**config.mk**
```make
export PLATFORM = sky130hd
export DESIGN_NAME = port_e_low_pin_select
export DESIGN_NICKNAME = d
export VERILOG_FILES = /design/src/pin_select_pkg.sv /design/src/port_e_low_pin_select.sv /design/src/intout_select.sv /design/src/edge_detect.sv
export SDC_FILE = /design/constraint.sdc
export NUM_CORES = 1
export LEC_CHECK = 0
export ABC_AREA = 1
export BUFFER_PORTS_ARGS = -buffer_cell sky130_fd_sc_hd__buf_2
export CORE_ASPECT_RATIO = 0.9
export CORE_MARGIN = 1.5
export CORE_UTILIZATION = 45
export DETAILED_ROUTE_END_ITERATION = 16
export PLACE_DENSITY = 0.83
export SYNTH_ARGS = -nofsm -noshare
export SYNTH_HDL_FRONTEND = slang
export SYNTH_SLANG_ARGS = --single-unit
```
**constraint.sdc**
```tcl
create_clock -name sys_clk -period 1.3 [get_ports sys_clk]
set_clock_uncertainty 0.15 [all_clocks]
set_input_delay 0 -clock sys_clk [delete_from_list [all_inputs] [get_ports sys_clk]]
set_output_delay 0 -clock sys_clk [all_outputs]
set_load 0.05 [all_outputs]
```
**src/pin_select_pkg.sv**
```systemverilog
// Package: register map, field layout, reset values and pin-function codes
package pin_select_pkg;

  // Register byte addresses on the AXI4-Lite bus
  localparam logic [3:0] LOW_CTRL_ADDR = 4'h0;   // Port E low pins control
  localparam logic [3:0] INTOUT_ADDR = 4'h4;     // Interrupt-out control
  localparam logic [3:0] HIGH_CTRL_ADDR = 4'h8;  // Port E upper pins mode word
  localparam logic [3:0] PORTD_CTRL_ADDR = 4'hc; // Port D high control copy

  // Reset values
  localparam logic [15:0] LOW_CTRL_RST = 16'h0000;
  localparam logic [15:0] INTOUT_RST = 16'h0000;
  localparam logic [15:0] HIGH_CTRL_RST = 16'h0000;
  localparam logic [15:0] PORTD_CTRL_RST = 16'h0000;

  // Writable bit masks (reserved bits read zero)
  localparam logic [15:0] LOW_CTRL_MASK = 16'h55ff;
  localparam logic [15:0] INTOUT_MASK = 16'h000f;
  localparam logic [15:0] HIGH_CTRL_MASK = 16'hfd55; // Bits 9, 7, 5, 3, 1 reserved
  localparam logic [15:0] PORTD_CTRL_MASK = 16'hffff;

  // Field positions
  localparam int PIN5_BIT = 10;
  localparam int PIN4_BIT = 8;
  localparam int PIN3_LSB = 6;
  localparam int PIN2_LSB = 4;
  localparam int PIN1_LSB = 2;
  localparam int PIN0_LSB = 0;
  localparam int PORTD_INTOUT_LSB = 2;
  localparam int PORTE_INTOUT_LSB = 0;
  localparam int PIN15_LSB = 14;
  localparam int PORTD_PIN30_LSB = 12;

  // AXI responses
  localparam logic [1:0] RESP_OKAY = 2'b00;
  localparam logic [1:0] RESP_SLVERR = 2'b10;

  // Selected function of one pin
  typedef enum logic [1:0] {
    FN_GPIO,
    FN_TIMER,
    FN_DMA,
    FN_INTOUT
  } pin_fn_t;

  // Interrupt-out source selection encoding
  typedef enum logic [1:0] {
    IO_ACK = 2'b00,
    IO_REFRESH = 2'b01,
    IO_MIXED = 2'b10,
    IO_HIGH = 2'b11
  } intout_mode_t;

  // Sources for the interrupt-out pin
  typedef struct packed {
    logic intAck;     // Interrupt request accepted
    logic refresh;    // Refresh signal
    logic refreshNow; // Operation status: refresh cycle in progress
  } intout_src_t;

  // Two-bit field decode shared by pins 0..3
  function automatic pin_fn_t decode2(input logic [1:0] f, input logic singleChip);
    pin_fn_t r;
    r = FN_GPIO;
    if (f == 2'b01) begin
      r = FN_TIMER;
    end else if (f == 2'b10 && !singleChip) begin
      r = FN_DMA;
    end
    return r;
  endfunction

endpackage

```
**src/port_e_low_pin_select.sv**
```systemverilog
// Port E low-pin function select with interrupt-out control, AXI4-Lite slave
//
// The AXI4-Lite interface to the registers and the register addresses were decided locally.
`timescale 1ns/1ps
`default_nettype none

// Summary of operation
// - Pin five: GPIO or timer ch1 B
// - Low control bit nine reads zero
// - Pin four: GPIO or timer ch1 A
// - Pin three: GPIO, timer 0D, DMA1 accepted
// - Pin two: GPIO, timer 0C, DMA1 request
// - Pin one: GPIO, timer 0B, DMA0 accepted
// - Pin zero: GPIO, timer 0A, DMA0 request
// - Interrupt-out control acts only when selected
// - Interrupt-out control cleared by power-on only
// - Port D field, 144-pin package only
// - Modes: ack, refresh, mixed, constant high
// - Switching to edge detect catches edge
// - Control registers cleared by power-on only
// - Upper pin interrupt-out, reserved single-chip
module port_e_low_pin_select
  import pin_select_pkg::*;
(
  input wire logic sys_clk,
  input wire logic rst_n,             // External power-on reset only
  input wire logic singleChip,        // Operating mode strap, same clock
  input wire logic package144,        // Package option, same clock
  // AXI4-Lite slave
  input wire logic [3:0] s_axi_awaddr,
  input wire logic s_axi_awvalid,
  output logic s_axi_awready,
  input wire logic [31:0] s_axi_wdata,
  input wire logic [3:0] s_axi_wstrb,
  input wire logic s_axi_wvalid,
  output logic s_axi_wready,
  output logic [1:0] s_axi_bresp,
  output logic s_axi_bvalid,
  input wire logic s_axi_bready,
  input wire logic [3:0] s_axi_araddr,
  input wire logic s_axi_arvalid,
  output logic s_axi_arready,
  output logic [31:0] s_axi_rdata,
  output logic [1:0] s_axi_rresp,
  output logic s_axi_rvalid,
  input wire logic s_axi_rready,
  // Function sources from the timer, DMA and interrupt controller
  input wire logic [5:0] timerOut,    // Timer compare outputs, pins 0..5
  input wire logic [5:0] timerOe,     // Timer output enables
  input wire logic [5:0] gpioOut,     // Port data outputs
  input wire logic [5:0] gpioOe,      // Port direction
  input wire logic dmaCh0Accepted,    // DMA channel 0 request accepted
  input wire logic dmaCh1Accepted,    // DMA channel 1 request accepted
  input wire intout_src_t intSrc,     // Interrupt-out sources
  // Pins
  input wire logic [5:0] pinIn,       // Raw pin levels, asynchronous
  output logic [5:0] pinOut,
  output logic [5:0] pinOe,
  output logic porteIntOutPin,        // Upper port E interrupt-out level
  output logic portdIntOutPin,        // Port D interrupt-out level
  // To the consumers
  output logic [5:0] pinLevel,        // Synchronised pin levels
  output logic [5:0] timerCapture,    // Pin level routed to timer capture
  output logic dmaCh0Request,         // Edge seen on DMA channel 0 request
  output logic dmaCh1Request,         // Edge seen on DMA channel 1 request
  output pin_fn_t [5:0] pinFunction   // Current function per pin
);

  // Control registers
  logic [15:0] lowCtrl_ff;   // Low-pin function select
  logic [15:0] intOut_ff;    // Interrupt-out control
  logic [15:0] highCtrl_ff;  // Upper pins mode word
  logic [15:0] portdCtrl_ff; // Port D high control copy

  // Write channel holding
  logic awHeld_ff;
  logic wHeld_ff;
  logic [3:0] awAddr_ff;
  logic [31:0] wData_ff;
  logic [3:0] wStrb_ff;
  logic doWrite;

  // Pin synchronisers
  logic [5:0] sync1_ff;
  logic [5:0] sync2_ff;

  // Apply byte strobes to the low half-word
  function automatic logic [15:0] merge(input logic [15:0] old, input logic [31:0] d,
                                        input logic [3:0] s, input logic [15:0] m);
    logic [15:0] r;
    r = old;
    if (s[0]) begin
      r[7:0] = d[7:0];
    end
    if (s[1]) begin
      r[15:8] = d[15:8];
    end
    return r & m;
  endfunction

  // Address and data may arrive in either order; both taken before response
  assign s_axi_awready = !awHeld_ff && !s_axi_bvalid;
  assign s_axi_wready = !wHeld_ff && !s_axi_bvalid;
  assign doWrite = awHeld_ff && wHeld_ff && !s_axi_bvalid;

  // Capture write address
  always_ff @(posedge sys_clk) begin
    if (!rst_n) begin
      awHeld_ff <= 1'b0;
      awAddr_ff <= 4'h0;
    end else if (s_axi_awvalid && s_axi_awready) begin
      awHeld_ff <= 1'b1;
      awAddr_ff <= s_axi_awaddr;
    end else if (doWrite) begin
      awHeld_ff <= 1'b0;
    end
  end

  // Capture write data
  always_ff @(posedge sys_clk) begin
    if (!rst_n) begin
      wHeld_ff <= 1'b0;
      wData_ff <= 32'h0000_0000;
      wStrb_ff <= 4'h0;
    end else if (s_axi_wvalid && s_axi_wready) begin
      wHeld_ff <= 1'b1;
      wData_ff <= s_axi_wdata;
      wStrb_ff <= s_axi_wstrb;
    end else if (doWrite) begin
      wHeld_ff <= 1'b0;
    end
  end

  // Write response; unmapped addresses answer SLVERR
  always_ff @(posedge sys_clk) begin
    if (!rst_n) begin
      s_axi_bvalid <= 1'b0;
      s_axi_bresp <= RESP_OKAY;
    end else if (doWrite) begin
      s_axi_bvalid <= 1'b1;
      if (awAddr_ff == LOW_CTRL_ADDR || awAddr_ff == INTOUT_ADDR ||
          awAddr_ff == HIGH_CTRL_ADDR || awAddr_ff == PORTD_CTRL_ADDR) begin
        s_axi_bresp <= RESP_OKAY;
      end else begin
        s_axi_bresp <= RESP_SLVERR;
      end
    end else if (s_axi_bready) begin
      s_axi_bvalid <= 1'b0;
    end
  end

  // Register writes; only power-on reset clears them, other resets never reach here
  always_ff @(posedge sys_clk) begin
    if (!rst_n) begin
      lowCtrl_ff <= LOW_CTRL_RST;
      intOut_ff <= INTOUT_RST;
      highCtrl_ff <= HIGH_CTRL_RST;
      portdCtrl_ff <= PORTD_CTRL_RST;
    end else if (doWrite) begin
      if (awAddr_ff == LOW_CTRL_ADDR) begin
        // Reserved bits such as bit 9 are masked off
        lowCtrl_ff <= merge(lowCtrl_ff, wData_ff, wStrb_ff, LOW_CTRL_MASK);
      end else if (awAddr_ff == INTOUT_ADDR) begin
        intOut_ff <= merge(intOut_ff, wData_ff, wStrb_ff, INTOUT_MASK);
      end else if (awAddr_ff == HIGH_CTRL_ADDR) begin
        highCtrl_ff <= merge(highCtrl_ff, wData_ff, wStrb_ff, HIGH_CTRL_MASK);
      end else if (awAddr_ff == PORTD_CTRL_ADDR) begin
        portdCtrl_ff <= merge(portdCtrl_ff, wData_ff, wStrb_ff, PORTD_CTRL_MASK);
      end
    end
  end

  // Read channel: one-cycle answer, held until rready
  assign s_axi_arready = !s_axi_rvalid;

  always_ff @(posedge sys_clk) begin
    if (!rst_n) begin
      s_axi_rvalid <= 1'b0;
      s_axi_rdata <= 32'h0000_0000;
      s_axi_rresp <= RESP_OKAY;
    end else if (s_axi_arvalid && s_axi_arready) begin
      s_axi_rvalid <= 1'b1;
      s_axi_rresp <= RESP_OKAY;
      if (s_axi_araddr == LOW_CTRL_ADDR) begin
        s_axi_rdata <= {16'h0000, lowCtrl_ff};
      end else if (s_axi_araddr == INTOUT_ADDR) begin
        s_axi_rdata <= {16'h0000, intOut_ff};
      end else if (s_axi_araddr == HIGH_CTRL_ADDR) begin
        s_axi_rdata <= {16'h0000, highCtrl_ff};
      end else if (s_axi_araddr == PORTD_CTRL_ADDR) begin
        s_axi_rdata <= {16'h0000, portdCtrl_ff};
      end else begin
        s_axi_rdata <= 32'h0000_0000;
        s_axi_rresp <= RESP_SLVERR;
      end
    end else if (s_axi_rready) begin
      s_axi_rvalid <= 1'b0;
    end
  end

  // Two-flop synchroniser for asynchronous pin levels
  always_ff @(posedge sys_clk) begin
    if (!rst_n) begin
      sync1_ff <= 6'h00;
      sync2_ff <= 6'h00;
    end else begin
      sync1_ff <= pinIn;
      sync2_ff <= sync1_ff;
    end
  end

  assign pinLevel = sync2_ff;

  // Function decode per pin
  always_comb begin
    pinFunction[5] = lowCtrl_ff[PIN5_BIT] ? FN_TIMER : FN_GPIO;
    pinFunction[4] = lowCtrl_ff[PIN4_BIT] ? FN_TIMER : FN_GPIO;
    pinFunction[3] = decode2(lowCtrl_ff[PIN3_LSB +: 2], singleChip);
    pinFunction[2] = decode2(lowCtrl_ff[PIN2_LSB +: 2], singleChip);
    pinFunction[1] = decode2(lowCtrl_ff[PIN1_LSB +: 2], singleChip);
    pinFunction[0] = decode2(lowCtrl_ff[PIN0_LSB +: 2], singleChip);
  end

  // Pin drive: DMA accepted outputs on pins 3 and 1, requests are inputs
  always_comb begin
    for (int i = 0; i < 6; i++) begin
      pinOut[i] = gpioOut[i];
      pinOe[i] = gpioOe[i];
      timerCapture[i] = 1'b0;
      if (pinFunction[i] == FN_TIMER) begin
        pinOut[i] = timerOut[i];
        pinOe[i] = timerOe[i];
        timerCapture[i] = sync2_ff[i];
      end else if (pinFunction[i] == FN_DMA) begin
        pinOut[i] = 1'b0;
        pinOe[i] = 1'b0;
      end
    end
    if (pinFunction[3] == FN_DMA) begin
      pinOut[3] = dmaCh1Accepted;
      pinOe[3] = 1'b1;
    end
    if (pinFunction[1] == FN_DMA) begin
      pinOut[1] = dmaCh0Accepted;
      pinOe[1] = 1'b1;
    end
  end

  // DMA request edge detectors
  edge_detect u_req0 (
    .sys_clk(sys_clk),
    .rst_n(rst_n),
    .active(pinFunction[0] == FN_DMA),
    .level(sync2_ff[0]),
    .edgePulse(dmaCh0Request)
  );

  edge_detect u_req1 (
    .sys_clk(sys_clk),
    .rst_n(rst_n),
    .active(pinFunction[2] == FN_DMA),
    .level(sync2_ff[2]),
    .edgePulse(dmaCh1Request)
  );

  // Interrupt-out enables; upper pin reserved in single chip mode, port D needs the 144-pin package
  logic porteIntSel;
  logic portdIntSel;
  assign porteIntSel = (highCtrl_ff[PIN15_LSB +: 2] == 2'b11) && !singleChip;
  assign portdIntSel = (portdCtrl_ff[PORTD_PIN30_LSB +: 2] == 2'b10) && package144;

  // Port E upper pin interrupt-out
  intout_select u_porte_io (
    .sys_clk(sys_clk),
    .rst_n(rst_n),
    .mode(intOut_ff[PORTE_INTOUT_LSB +: 2]),
    .enable(porteIntSel),
    .src(intSrc),
    .pinOut(porteIntOutPin)
  );

  // Port D pin interrupt-out
  intout_select u_portd_io (
    .sys_clk(sys_clk),
    .rst_n(rst_n),
    .mode(intOut_ff[PORTD_INTOUT_LSB +: 2]),
    .enable(portdIntSel),
    .src(intSrc),
    .pinOut(portdIntOutPin)
  );

  chk_bit9_zero: assert property (@(posedge sys_clk) disable iff (!rst_n)
    !lowCtrl_ff[9])
    else $error("reserved bit 9 set");

  chk_intout_upper: assert property (@(posedge sys_clk) disable iff (!rst_n)
    intOut_ff[15:4] == 12'h000)
    else $error("interrupt-out upper bits set");

  chk_pin5_route: assert property (@(posedge sys_clk) disable iff (!rst_n)
    lowCtrl_ff[PIN5_BIT] |-> pinOut[5] == timerOut[5])
    else $error("pin five not on timer");

  chk_pin4_route: assert property (@(posedge sys_clk) disable iff (!rst_n)
    !lowCtrl_ff[PIN4_BIT] |-> pinOut[4] == gpioOut[4])
    else $error("pin four not on port");

  chk_pin3_dma: assert property (@(posedge sys_clk) disable iff (!rst_n)
    (lowCtrl_ff[7:6] == 2'b10 && !singleChip) |-> pinOe[3] && pinOut[3] == dmaCh1Accepted)
    else $error("pin three not dma");

  chk_pin2_single: assert property (@(posedge sys_clk) disable iff (!rst_n)
    (lowCtrl_ff[5:4] == 2'b10 && singleChip) |-> pinFunction[2] == FN_GPIO)
    else $error("pin two not port in single chip");

  chk_pin1_dma: assert property (@(posedge sys_clk) disable iff (!rst_n)
    (lowCtrl_ff[3:2] == 2'b10 && !singleChip) |-> pinOut[1] == dmaCh0Accepted)
    else $error("pin one not dma");

  chk_pin0_reserved: assert property (@(posedge sys_clk) disable iff (!rst_n)
    (lowCtrl_ff[1:0] == 2'b11) |-> pinFunction[0] == FN_GPIO)
    else $error("pin zero reserved not port");

  chk_intout_off: assert property (@(posedge sys_clk) disable iff (!rst_n)
    !porteIntSel |=> porteIntOutPin)
    else $error("interrupt-out active while deselected");

  chk_req_edge: assert property (@(posedge sys_clk) disable iff (!rst_n)
    ($rose(pinFunction[0] == FN_DMA) && sync2_ff[0]) |-> dmaCh0Request)
    else $error("switch edge lost");

  chk_reset_clear: assert property (@(posedge sys_clk)
    !rst_n |=> lowCtrl_ff == LOW_CTRL_RST && intOut_ff == INTOUT_RST)
    else $error("reset did not clear");

endmodule
`default_nettype wire

```
**src/intout_select.sv**
```systemverilog
// Interrupt-out source selector for one pin
`timescale 1ns/1ps
`default_nettype none
module intout_select
  import pin_select_pkg::*;
(
  input wire logic sys_clk,
  input wire logic rst_n,
  input wire logic [1:0] mode,
  input wire logic enable,
  input wire intout_src_t src,
  output logic pinOut
);

  logic nxtPin;

  // Choose the source by mode; enable gates the whole function
  always_comb begin
    nxtPin = 1'b1;
    if (enable) begin
      case (mode)
        IO_ACK: nxtPin = src.intAck;
        IO_REFRESH: nxtPin = src.refresh;
        IO_MIXED: nxtPin = src.refreshNow ? src.refresh : src.intAck;
        default: nxtPin = 1'b1;
      endcase
    end
  end

  // Registered so the pin never glitches on a mode write
  always_ff @(posedge sys_clk) begin
    if (!rst_n) begin
      pinOut <= 1'b1;
    end else begin
      pinOut <= nxtPin;
    end
  end

  chk_high_mode: assert property (@(posedge sys_clk) disable iff (!rst_n)
    (enable && mode == IO_HIGH) |=> pinOut)
    else $error("high mode did not drive high");

endmodule
`default_nettype wire

```
**src/edge_detect.sv**
```systemverilog
// Edge detector for a shared request input, seeded low on function switch
`timescale 1ns/1ps
`default_nettype none
module edge_detect (
  input wire logic sys_clk,
  input wire logic rst_n,
  input wire logic active,
  input wire logic level,
  output logic edgePulse
);

  logic prev_ff; // Last level seen; held low while the pin is a port
  logic nxt_prev;

  // While inactive the history reads low, so switching onto a high pin counts
  assign nxt_prev = active ? level : 1'b0;

  always_ff @(posedge sys_clk) begin
    if (!rst_n) begin
      prev_ff <= 1'b0;
    end else begin
      prev_ff <= nxt_prev;
    end
  end

  assign edgePulse = active && level && !prev_ff;

endmodule
`default_nettype wire

```
==> flow_summary_export.csv, run 1 <==
group,metric,value,unit
timing,period_share,132,%
cells_and_area,fin_nets,1028,
status,outcome,"finished, violations left",
cts,cts_hold_buf,39,
timing,setup_violations,90,
floorplanning,fp-row-count,35,
place,port_buffers,130,
place,postPlaceCellArea,5980,um^2
floorplanning,coreArea,10200,um^2
yosys,yosysSeqAreaShare,43.8,%
cts,cts_buffer_depth,2,
global_routing,track_usage,29.0,%
yosys,synth.avg_cell_area,6.69,um^2
drt,drtIter0Drc,658,
pwr,power_density,981,nW/um^2
timing,finalHoldViolCount,5,
global_routing,overflow,0,
cells_and_area,area_growth_syn_to_layout,71.2,%
cells_and_area,diodes,0,
floorplanning,ioPinCount,169,
yosys,ys_types,24,
drt,vias,5875,
cts,cts.clk_slew.worst_paths,80,ps
critical_path,critPathLaunchType,"flop",
timing,rsz0062_at_grt,"true",
floorplanning,dieArea,11100,um^2
cells_and_area,final_layout_size_suffix_gt1_share,45.2,%
timing,holdWs,-54.5,ps
cts,cts_root_buffer,"clkbuf_16",
yosys,synthCells,704,
drt,viasPerCell,5.47,
cells_and_area,fin_area,8060,um^2
yosys,syn_area,4710,um^2
timing,finalWorstSetupSlack,-419,ps
drt,wl_per_cell,18.8,um
place,gp_congestion,0.836,
drt,drcViolationCount,0,
pwr,p_leak,3.59,nW
cells_and_area,fillerInstances,595,
place,dp_cells,980,
critical_path,cp.arrival,1840,ps
global_routing,grt_pass1_vias,5185,
job,drv_cap,0,
status,violations,"negative hold slack, negative setup slack",
yosys,ys_warn_count,0,
place,hpwl,9.14,mm
floorplanning,start_util,46.2,%
critical_path,critPathKind,"flop to flop",
critical_path,cp_max_fo,8,
drt,antenna_left,0,
global_routing,antenna_found_initial,0,
cells_and_area,seq_area,2110,um^2
cells_and_area,multi_input_area,3040,um^2
floorplanning,fp.dieW,111,um
cts,cts_buffers,9,
global_routing,grt_pass1_wl,25.6,mm
timing,drv_slew,0,
timing,min_period,1720,ps
floorplanning,die_y,100,um
drt,firstDrtPassIters,5,
pwr,ir_drop,0.000723,V
yosys,yosys_register_bits,103,
cts,cts_tree,"done",
hold_path,holdCritPathClass,"input port to flop",
critical_path,crit_required,1420,ps
cells_and_area,instances_no_fill,1074,
cts,htree_levels,3,
drt,finalWirelength,20.2,mm
cts,cts_sinks,103,
critical_path,worstSetupEndpointType,"flop",
timing,fmax,0.582,GHz
cts,worstSkewPairLatency,350,ps
global_routing,grt_max_degree,36,
-- state kept, by name, indices dropped and copies added (netlist names) --
register           cells
u_req0.prev_ff         1
s_axi_bvalid           1
awHeld_ff              1
s_axi_rvalid           1
sync1_ff               6
s_axi_rdata           16
wStrb_ff               2
lowCtrl_ff            12
pinLevel               6
awAddr_ff              4
wHeld_ff               1
s_axi_bresp            1
s_axi_rresp            1
wData_ff              16
highCtrl_ff           11
u_req1.prev_ff         1
intOut_ff              4
portdCtrl_ff          16
u_portd_io.pinOut      1
u_porte_io.pinOut      1
-- cell usage after synthesis --
master / number / share of area (%)
clkbuf_1: 8 / 0.64
o211ai_1: 1 / 0.16
dfxtp_1: 103 / 44
nor2_1: 137 / 11
clkbuf_2: 1 / 0.11
inv_2: 2 / 0.16
inv_1: 83 / 6.6
o21a_1: 1 / 0.16
mux2_2: 4 / 0.96
clkinv_1: 2 / 0.16
nor2_4: 3 / 0.72
nor3_1: 6 / 0.64
nand4_1: 6 / 0.80
buf_4: 26 / 4.1
o21ai_0: 32 / 3.4
conb_1: 1 / 0.080
nand2_1: 160 / 13
a21oi_1: 38 / 4.0
nand3_1: 66 / 7.0
nand2_2: 3 / 0.40
buf_1: 4 / 0.32
buf_2: 9 / 0.96
nor2_2: 7 / 0.93
a22oi_1: 1 / 0.16
-- path summary, 6_finish.rpt --
kind,slack [ps],start,to,cells after the start
worst max-delay path,-420,wHeld_ff$_SDFFE_PN0P_,intOut_ff[0]$_SDFFE_PN0P_,8
worst min-delay path,-50,s_axi_arvalid,s_axi_rdata[1]$_SDFFE_PN0P_,4
worst max register to register,-420,wHeld_ff$_SDFFE_PN0P_,intOut_ff[0]$_SDFFE_PN0P_,8
worst min register to register,270,sync1_ff[3]$_SDFF_PN0_,pinLevel[3]$_SDFF_PN0_,2
-- final cells by class --
type,count,area share (%)
well taps,129,2.00
flip-flops and latches,103,26.2
multi-input cells,489,37.7
clock inverters,7,0.761
inverters,87,4.50
repair buffers,250,26.1
clock buffers,9,2.79
-- through the flow --
stage          TNS [ps]  total power [mW]  util (%)  hold slack [ps]  setup slack [ps]
6_report         -14190              7.91      79.0            -54.5              -419
5_1_grt          -17440              8.13      79.0            -33.9              -440
4_1_cts           -6480              7.60      74.0            -72.5              -254
3_5_place_dp      -5740              4.62      58.6             34.3              -196
3_3_place_gp      -3860              4.60      58.6             29.7              -135
2_1_floorplan     -4390              4.29         -            -76.1              -185
-- cell families after synthesis --
logic type	share of synthesized area (%)
simple gates	34.2
buf+inv	13.1
flops	43.8
compound gates	7.92
mux	0.956
other cells	0.0796
-- critical path, cell delays in order, from the launching register on --
cell,delay [ps]
dfxtp_4,380
nand2_4,60
nor2_4,190
nand2_4,110
buf_12,150
nor2_4,260
buf_6,150
nor2_1,40
nor2_1,170
-- cells in the final DEF, fill, tap and decap left out, drive strengths merged --
cell | Yosys | final
dfxtp | 103 | 103
nor3 | 6 | 6
clkinv | 2 | 4
nor2 | 147 | 148
nand3 | 66 | 66
clkbuf | 9 | 10
inv | 85 | 86
o21a | 1 | 1
dlygate4sd3 | 0 | 39
clkinvlp | 0 | 4
buf | 39 | 210
a22oi | 1 | 1
o21ai | 32 | 32
nand4 | 6 | 6
nand2 | 163 | 166
mux2 | 4 | 4
conb | 1 | 20
a21oi | 38 | 38
o211ai | 1 | 1
-- where the power goes --
group	switching [mW]	internal, mW	total [mW]
logic	1.19	0.691	1.88
clock network	1.34	1.34	2.69
registers	0.0806	3.26	3.34
-- per-layer routing --
layer  vias up  part of all wire [%]  global-route usage (%)
met5         -                     0                       0
met4         0                   5.3                    9.57
met3       123                   9.9                    7.00
met2       430                    49                    50.8
met1      2702                    36                    35.4
li1       2620                     -                       -
-- repair_timing --
item	in CTS	in global routing
endpoints found under the hold margin	62	4
pin swaps	51	49
endpoints found under the setup margin	91	103
setup buffers	23	16
gates cloned	4	2
gates resized for setup	196	133
Note: power is estimated with default switching activity, not from simulation.
==> run 2: changes to the inputs <==
--- a/config.mk
+++ b/config.mk
@@ -11,6 +11,7 @@
 export CORE_MARGIN = 1.5
 export CORE_UTILIZATION = 45
 export DETAILED_ROUTE_END_ITERATION = 16
+export GPL_TIMING_DRIVEN = 0
 export PLACE_DENSITY = 0.83
 export SYNTH_ARGS = -nofsm -noshare
 export SYNTH_HDL_FRONTEND = slang
==> run 2 against run 1 <==
Against the previous run:
- maximum frequency is 6.3% higher
- count of clock-buffer cells in the layout is 1 higher
- the run still ends with negative hold slack, negative setup slack left
- global-route usage is 1.6 points higher
- first-iteration DRC count is 19% lower
- highest routed layer unchanged
- final cell count is 1.1% higher
- combinational power is 7% lower
- worst hold slack better by 53 ps
- worst setup slack better by 100 ps
- power is 1.1% higher
==> flow_summary_export.csv, run 2 (synthesis results as in run 1) <==
group,metric,value,unit
cts,cts_root_buffer,"clkbuf_16",
place,dp_cells,980,
drt,met2_length,9.52,mm
drt,finalWirelength,20.2,mm
place,gp_congestion,0.855,
timing,drv_slew,0,
floorplanning,dieArea,11100,um^2
cts,htree_levels,3,
global_routing,track_usage,30.6,%
critical_path,crit_required,1380,ps
critical_path,cp.arrival,1700,ps
pwr,p_leak,3.60,nW
timing,finalHoldViolCount,1,
global_routing,grt_pass1_vias,5454,
cells_and_area,final_layout_size_suffix_gt1_share,45.2,%
cts,cts_tree,"done",
timing,rsz0062_at_grt,"true",
timing,min_period,1620,ps
cells_and_area,fin_nets,1040,
hold_path,holdCritPathClass,"input port to flop",
pwr,p_total,8.00,mW
cells_and_area,diodes,0,
cells_and_area,layout_common_cells,"112 x nor2_1, 105 x buf_2, 98 x nand2_1",
critical_path,critPathKind,"flop to flop",
drt,wl_met3,2.05,mm
cts,cts_buffer_depth,2,
status,outcome,"finished, violations left",
floorplanning,start_util,46.2,%
drt,antenna_left,0,
drt,dr.max_layer_used,"met4",
status,violations,"negative hold slack, negative setup slack",
timing,holdWs,-1.45,ps
global_routing,antenna_found_initial,0,
cts,cts_sinks,103,
pwr,power_density,1010,nW/um^2
drt,vias,5930,
place,postPlaceCellArea,5870,um^2
global_routing,overflow,0,
cells_and_area,instances_no_fill,1086,
place,hpwl,9.62,mm
floorplanning,die_y,100,um
floorplanning,fp.dieW,111,um
critical_path,critPathLaunchType,"flop",
floorplanning,fp-row-count,35,
job,drv_cap,0,
pwr,ir_drop,0.000838,V
cts,cts_buffers,9,
global_routing,grt_pass1_wl,26.8,mm
cts,worstSkewPairLatency,350,ps
drt,firstDrtPassIters,5,
place,port_buffers,128,
timing,finalWorstSetupSlack,-317,ps
critical_path,r2r_slack,-320,ps
critical_path,cp_max_fo,6,
timing,slew_headroom,41.4,%
drt,drcViolationCount,0,
floorplanning,coreArea,10200,um^2
cells_and_area,fillerInstances,592,
cts,cts.clk_slew.worst_paths,70,ps
critical_path,worstSetupEndpointType,"flop",
cells_and_area,final_common_cell,"nor2_1",
global_routing,grt_max_degree,19,
cells_and_area,reg_top3,"portdCtrl_ff: 16 flops, s_axi_rdata: 16 flops, wData_ff: 16 flops",
drt,met1Wirelength,7.43,mm
timing,period_share,124,%
timing,setup_violations,83,
timing,tightest_slew,879,ps
floorplanning,ioPinCount,169,
drt,drtIter0Drc,534,
drt,wl_per_cell,18.6,um
drt,viasPerCell,5.46,
timing,fmax,0.618,GHz
cells_and_area,fin_area,7940,um^2
cells_and_area,area_growth_syn_to_layout,68.7,%
[run 2: changes by cell type in the layout (fill, tap and decap cells not counted), sizes merged]
| cell | previous run | this run |
|---|---|---|
| bufinv | 0 | 1 |
| nand2 | 166 | 164 |
| inv | 86 | 85 |
| buf | 210 | 217 |
| clkinv | 4 | 2 |
| clkbuf | 10 | 19 |
| clkinvlp | 4 | 5 |
| nor2 | 148 | 147 |
[run 2: path summary, 6_finish.rpt]
check	startpoint	to	cells past startpoint
worst max-delay path	awAddr_ff[1]$_SDFFE_PN0P_	portdCtrl_ff[2]$_SDFFE_PN0P_	7
worst min register to register	sync1_ff[3]$_SDFF_PN0_	pinLevel[3]$_SDFF_PN0_	2
worst max register to register	awAddr_ff[1]$_SDFFE_PN0P_	portdCtrl_ff[2]$_SDFFE_PN0P_	7
worst min-delay path	s_axi_araddr[1]	s_axi_rdata[9]$_SDFFE_PN0P_	6
[run 2: metal layers]
metal  vias to the layer above  GRT usage [%]
met2                       440           52.4
met3                       133           7.55
met5                         -              0
li1                       2647              -
met4                         0           14.7
met1                      2710           36.3
[run 2: worst max-delay path: stages, from the launching register on]
cell	delay, ps
dfxtp_2	340
nor2_4	210
nand2_2	90
nor2_4	250
buf_6	180
nand3_2	120
nand2_2	100
nor2_1	70
[run 2: cell type report]
| cell class | count | area, um^2 | area share (%) |
|---|---|---|---|
| flip-flops and latches | 103 | 2120 | 26.7 |
| inverters | 87 | 368 | 4.63 |
| well taps | 129 | 161 | 2.03 |
| clock buffers | 10 | 250 | 3.15 |
| repair buffers | 217 | 1740 | 21.9 |
| multi-input cells | 486 | 2880 | 36.2 |
| clock inverters | 6 | 71.3 | 0.898 |
| plain buffers | 48 | 355 | 4.47 |
[run 2: what timing repair did]
item,in CTS,in global routing
setup buffers,28,17
hold endpoints to repair,45,0
pin swaps,42,41
endpoints found under the setup margin,86,106
hold buffers,39,0
gates resized for setup,191,109
gates cloned,6,0
[run 2: per-stage QoR]
step	setup TNS [ps]	setup WS (ps)	utilization [%]	hold slack, ps
final	-14920	-317	77.8	-1.45
after global routing	-17150	-342	77.8	43.3
after CTS	-7300	-220	73.3	-20.7
after detailed placement	-10130	-304	57.6	35.0
after global placement	-8940	-274	57.6	29.6
after floorplan	-4390	-185	-	-76.1
[run 2: where the power goes]
group          internal, mW  total (mW)  switching [mW]
clock network          1.63        2.92            1.29
logic                 0.618        1.74            1.13
registers              3.26        3.34          0.0805
==> run 3: changes to the inputs <==
--- a/config.mk
+++ b/config.mk
@@ -5,14 +5,12 @@
 export SDC_FILE = /design/constraint.sdc
 export NUM_CORES = 1
 export LEC_CHECK = 0
-export ABC_AREA = 1
 export BUFFER_PORTS_ARGS = -buffer_cell sky130_fd_sc_hd__buf_2
 export CORE_ASPECT_RATIO = 0.9
 export CORE_MARGIN = 1.5
 export CORE_UTILIZATION = 45
 export DETAILED_ROUTE_END_ITERATION = 16
-export GPL_TIMING_DRIVEN = 0
-export PLACE_DENSITY = 0.83
+export PLACE_DENSITY = 0.84
 export SYNTH_ARGS = -nofsm -noshare
 export SYNTH_HDL_FRONTEND = slang
 export SYNTH_SLANG_ARGS = --single-unit
==> run 3 against run 2 <==
Against the previous run:
- the run ends with negative setup slack left
- first-iteration DRC count fell by 12%
- via count fell by 15%
- routed wire length decreased by 3.9%
- area after synthesis is 1.6% lower
- non-clock buffer count down 13
- synthesized cell count fell by 31%
- combinational power decreased by 7%
==> flow_summary_export.csv, run 3 <==
group,metric,value,unit
cells_and_area,final_common_cell,"buf_2",
yosys,yosys_register_bits,103,
pwr,comb_power_share,20.8,%
pwr,ir_drop,0.000687,V
critical_path,worstSetupEndpointType,"flop",
drt,viasPerCell,5.88,
place,hpwl,9.19,mm
yosys,synthCells,488,
critical_path,cp_max_fo,8,
global_routing,track_usage,30.8,%
timing,finalWorstSetupSlack,-411,ps
floorplanning,die_y,99.3,um
cells_and_area,area_growth_syn_to_layout,67.0,%
place,gp_congestion,0.798,
critical_path,crit_required,1410,ps
yosys,ys_types,47,
cts,worstSkewPairLatency,350,ps
cells_and_area,reg_top3,"portdCtrl_ff: 16 flops, s_axi_rdata: 16 flops, wData_ff: 16 flops",
drt,drtIter0Drc,470,
place,preCtsSetupSlack,-165,ps
hold_path,holdCritPathClass,"input port to flop",
yosys,synth-edff-count,0,
yosys,synth_commonest_cells,"104 x nand2_1, 103 x dfxtp_1, 53 x mux2i_1",
timing,period_share,132,%
drt,firstDrtPassIters,5,
timing,drv_slew,0,
timing,rsz0062_at_grt,"true",
timing,setup_violations,105,
timing,setup_tns,-20270,ps
pwr,p_leak,3.51,nW
critical_path,r2r_slack,-410,ps
cts,cts_tree,"done",
cells_and_area,layout_common_cells,"98 x buf_2, 86 x dfxtp_1, 63 x nand2_1",
yosys,syn_area,4640,um^2
critical_path,critPathKind,"flop to flop",
cells_and_area,instances_no_fill,852,
yosys,ys_warn_count,0,
critical_path,critPathLaunchType,"flop",
pwr,p_switching,2.23,mW
yosys,synth-async-reset-ratio,0,%
drt,finalWirelength,19.5,mm
timing,slew_headroom,57.7,%
timing,min_period,1710,ps
critical_path,timing.rr.end,"portdCtrl_ff[3]$_SDFFE_PN0P_",
pwr,power_density,1010,nW/um^2
job,drv_cap,0,
drt,antenna_left,0,
floorplanning,dieArea,10900,um^2
timing,holdWs,30.5,ps
pwr,clock_power_share,36.6,%
drt,wl_per_cell,22.8,um
cts,cts.clk_slew.worst_paths,80,ps
floorplanning,coreArea,9830,um^2
yosys,yosysMostFrequentCell,"nand2_1",
floorplanning,ioPinCount,169,
floorplanning,fp-row-count,34,
pwr,swShare,28.6,%
yosys,synth.avg_cell_area,9.50,um^2
hold_path,min_from,"s_axi_arvalid",
global_routing,grt_max_degree,75,
timing,tightest_slew,629,ps
critical_path,rr_worst_depth,4,
critical_path,r2r_start,"awAddr_ff[3]$_SDFFE_PN0P_",
global_routing,grt_pass1_wl,25.4,mm
cts,cts_root_buffer,"clkbuf_16",
pwr,seqPwrFrac,42.6,%
yosys,yosysSeqAreaShare,44.5,%
yosys,synth_ff_type,"dfxtp_1",
timing,fmax,0.584,GHz
pwr,intPower,5.56,mW
cells_and_area,diodes,0,
cells_and_area,fin_nets,809,
timing,finalHoldViolCount,0,
status,violations,"negative setup slack",
cts,cts_buffers,9,
place,dp_cells,757,
hold_path,min_path_cells,4,
drt,vias,5014,
global_routing,antenna_found_initial,0,
yosys,yosysTopAreaCell,"dfxtp_1",
yosys,synth_top_area_share,44.5,%
hold_path,whs_endpoint,"s_axi_rdata[9]$_SDFFE_PN0P_",
cells_and_area,fillerInstances,525,
global_routing,grt_pass1_vias,4747,
place,port_buffers,130,
cells_and_area,multi_input_area,2940,um^2
global_routing,overflow,0,
cts,htree_levels,3,
yosys,synthTopCellsByArea,"dfxtp_1 44%, mux2i_1 11%, nand2_1 8.4%, mux2_2 4.1%, buf_4 4.0%",
cts,cts_sinks,103,
cts,cts_buffer_depth,2,
status,outcome,"finished, violations left",
drt,drcViolationCount,0,
floorplanning,fp.dieW,110,um
floorplanning,start_util,47.2,%
cells_and_area,seq_area,2120,um^2
critical_path,cp.arrival,1820,ps
cells_and_area,final_layout_size_suffix_gt1_share,51.1,%
-- run 3: layout make-up --
class	count	area share, %
clock buffer	15	3.99
timing repair buffer	252	28.5
sequential	103	27.3
multi-input combinational	354	38.0
clock inverter	1	0.0970
inverter	1	0.0485
tap	126	2.04
-- run 3: worst max-delay path by stage --
| stage | start | endpoint | slack [ps] |
|---|---|---|---|
| floorplan | lowCtrl_ff[5]$_SDFFE_PN0P_ | dmaCh1Request | -320 |
| global placement | s_axi_bvalid$_SDFFE_PN0P_ | portdCtrl_ff[0]$_SDFFE_PN0P_ | -90 |
| detailed placement | s_axi_rvalid$_SDFFE_PN0P_ | s_axi_rdata[6]$_SDFFE_PN0P_ | -160 |
| CTS | lowCtrl_ff[7]$_SDFFE_PN0P_ | pinOut[3] | -360 |
| global route | awAddr_ff[3]$_SDFFE_PN0P_ | portdCtrl_ff[3]$_SDFFE_PN0P_ | -450 |
| finish | awAddr_ff[3]$_SDFFE_PN0P_ | portdCtrl_ff[3]$_SDFFE_PN0P_ | -410 |
-- run 3: power groups by stage --
stage	combinational (mW)	sequential, mW	clock (mW)
floorplan	0.654	3.44	0
global placement	0.996	3.36	0
detailed placement	1.02	3.37	0
CTS	1.40	3.30	2.80
global route	1.68	3.32	2.95
finish	1.62	3.32	2.85
-- run 3: stage by stage --
stage	area, um^2	utilization, %	power, mW
after floorplan	4900	-	4.10
after global placement	5760	58.7	4.36
after detailed placement	5760	58.7	4.39
after CTS	7310	74.4	7.49
after global routing	7740	78.8	7.96
final	7740	78.8	7.79
-- run 3: kinds of logic (layout without fill, tap and decap cells) --
| family | Yosys count | after routing | share of synthesized area, % |
|---|---|---|---|
| simple gates | 200 | 200 | 22.6 |
| other cells | 1 | 20 | 0.0809 |
| compound gates | 64 | 64 | 10.7 |
| flops | 103 | 103 | 44.5 |
| buf+inv | 50 | 269 | 6.64 |
| mux | 70 | 70 | 15.6 |
-- run 3: per-layer routing --
| metal | track usage (%) | wire length [um] | up-vias |
|---|---|---|---|
| met4 | 15.4 | 1200 | 0 |
| met1 | 36.9 | 6880 | 2377 |
| li1 | - | - | 2112 |
| met2 | 51.8 | 9540 | 403 |
| met3 | 6.42 | 1840 | 122 |
| met5 | 0 | 0 | - |
-- run 3: critical path, stage by stage (launching register included) --
cell and delay (ps):
dfxtp_1 400, and4b_1 360, buf_6 170, nand4_4 230
mux2i_1 310
-- run 3: what timing repair did --
item                       CTS  global route
cloned                       5             1
hold endpoints to repair    41             1
setup endpoints to repair  110           111
setup buffers               18            15
pin swaps                   54            38
hold buffers                43             1
gates resized for setup    175           100
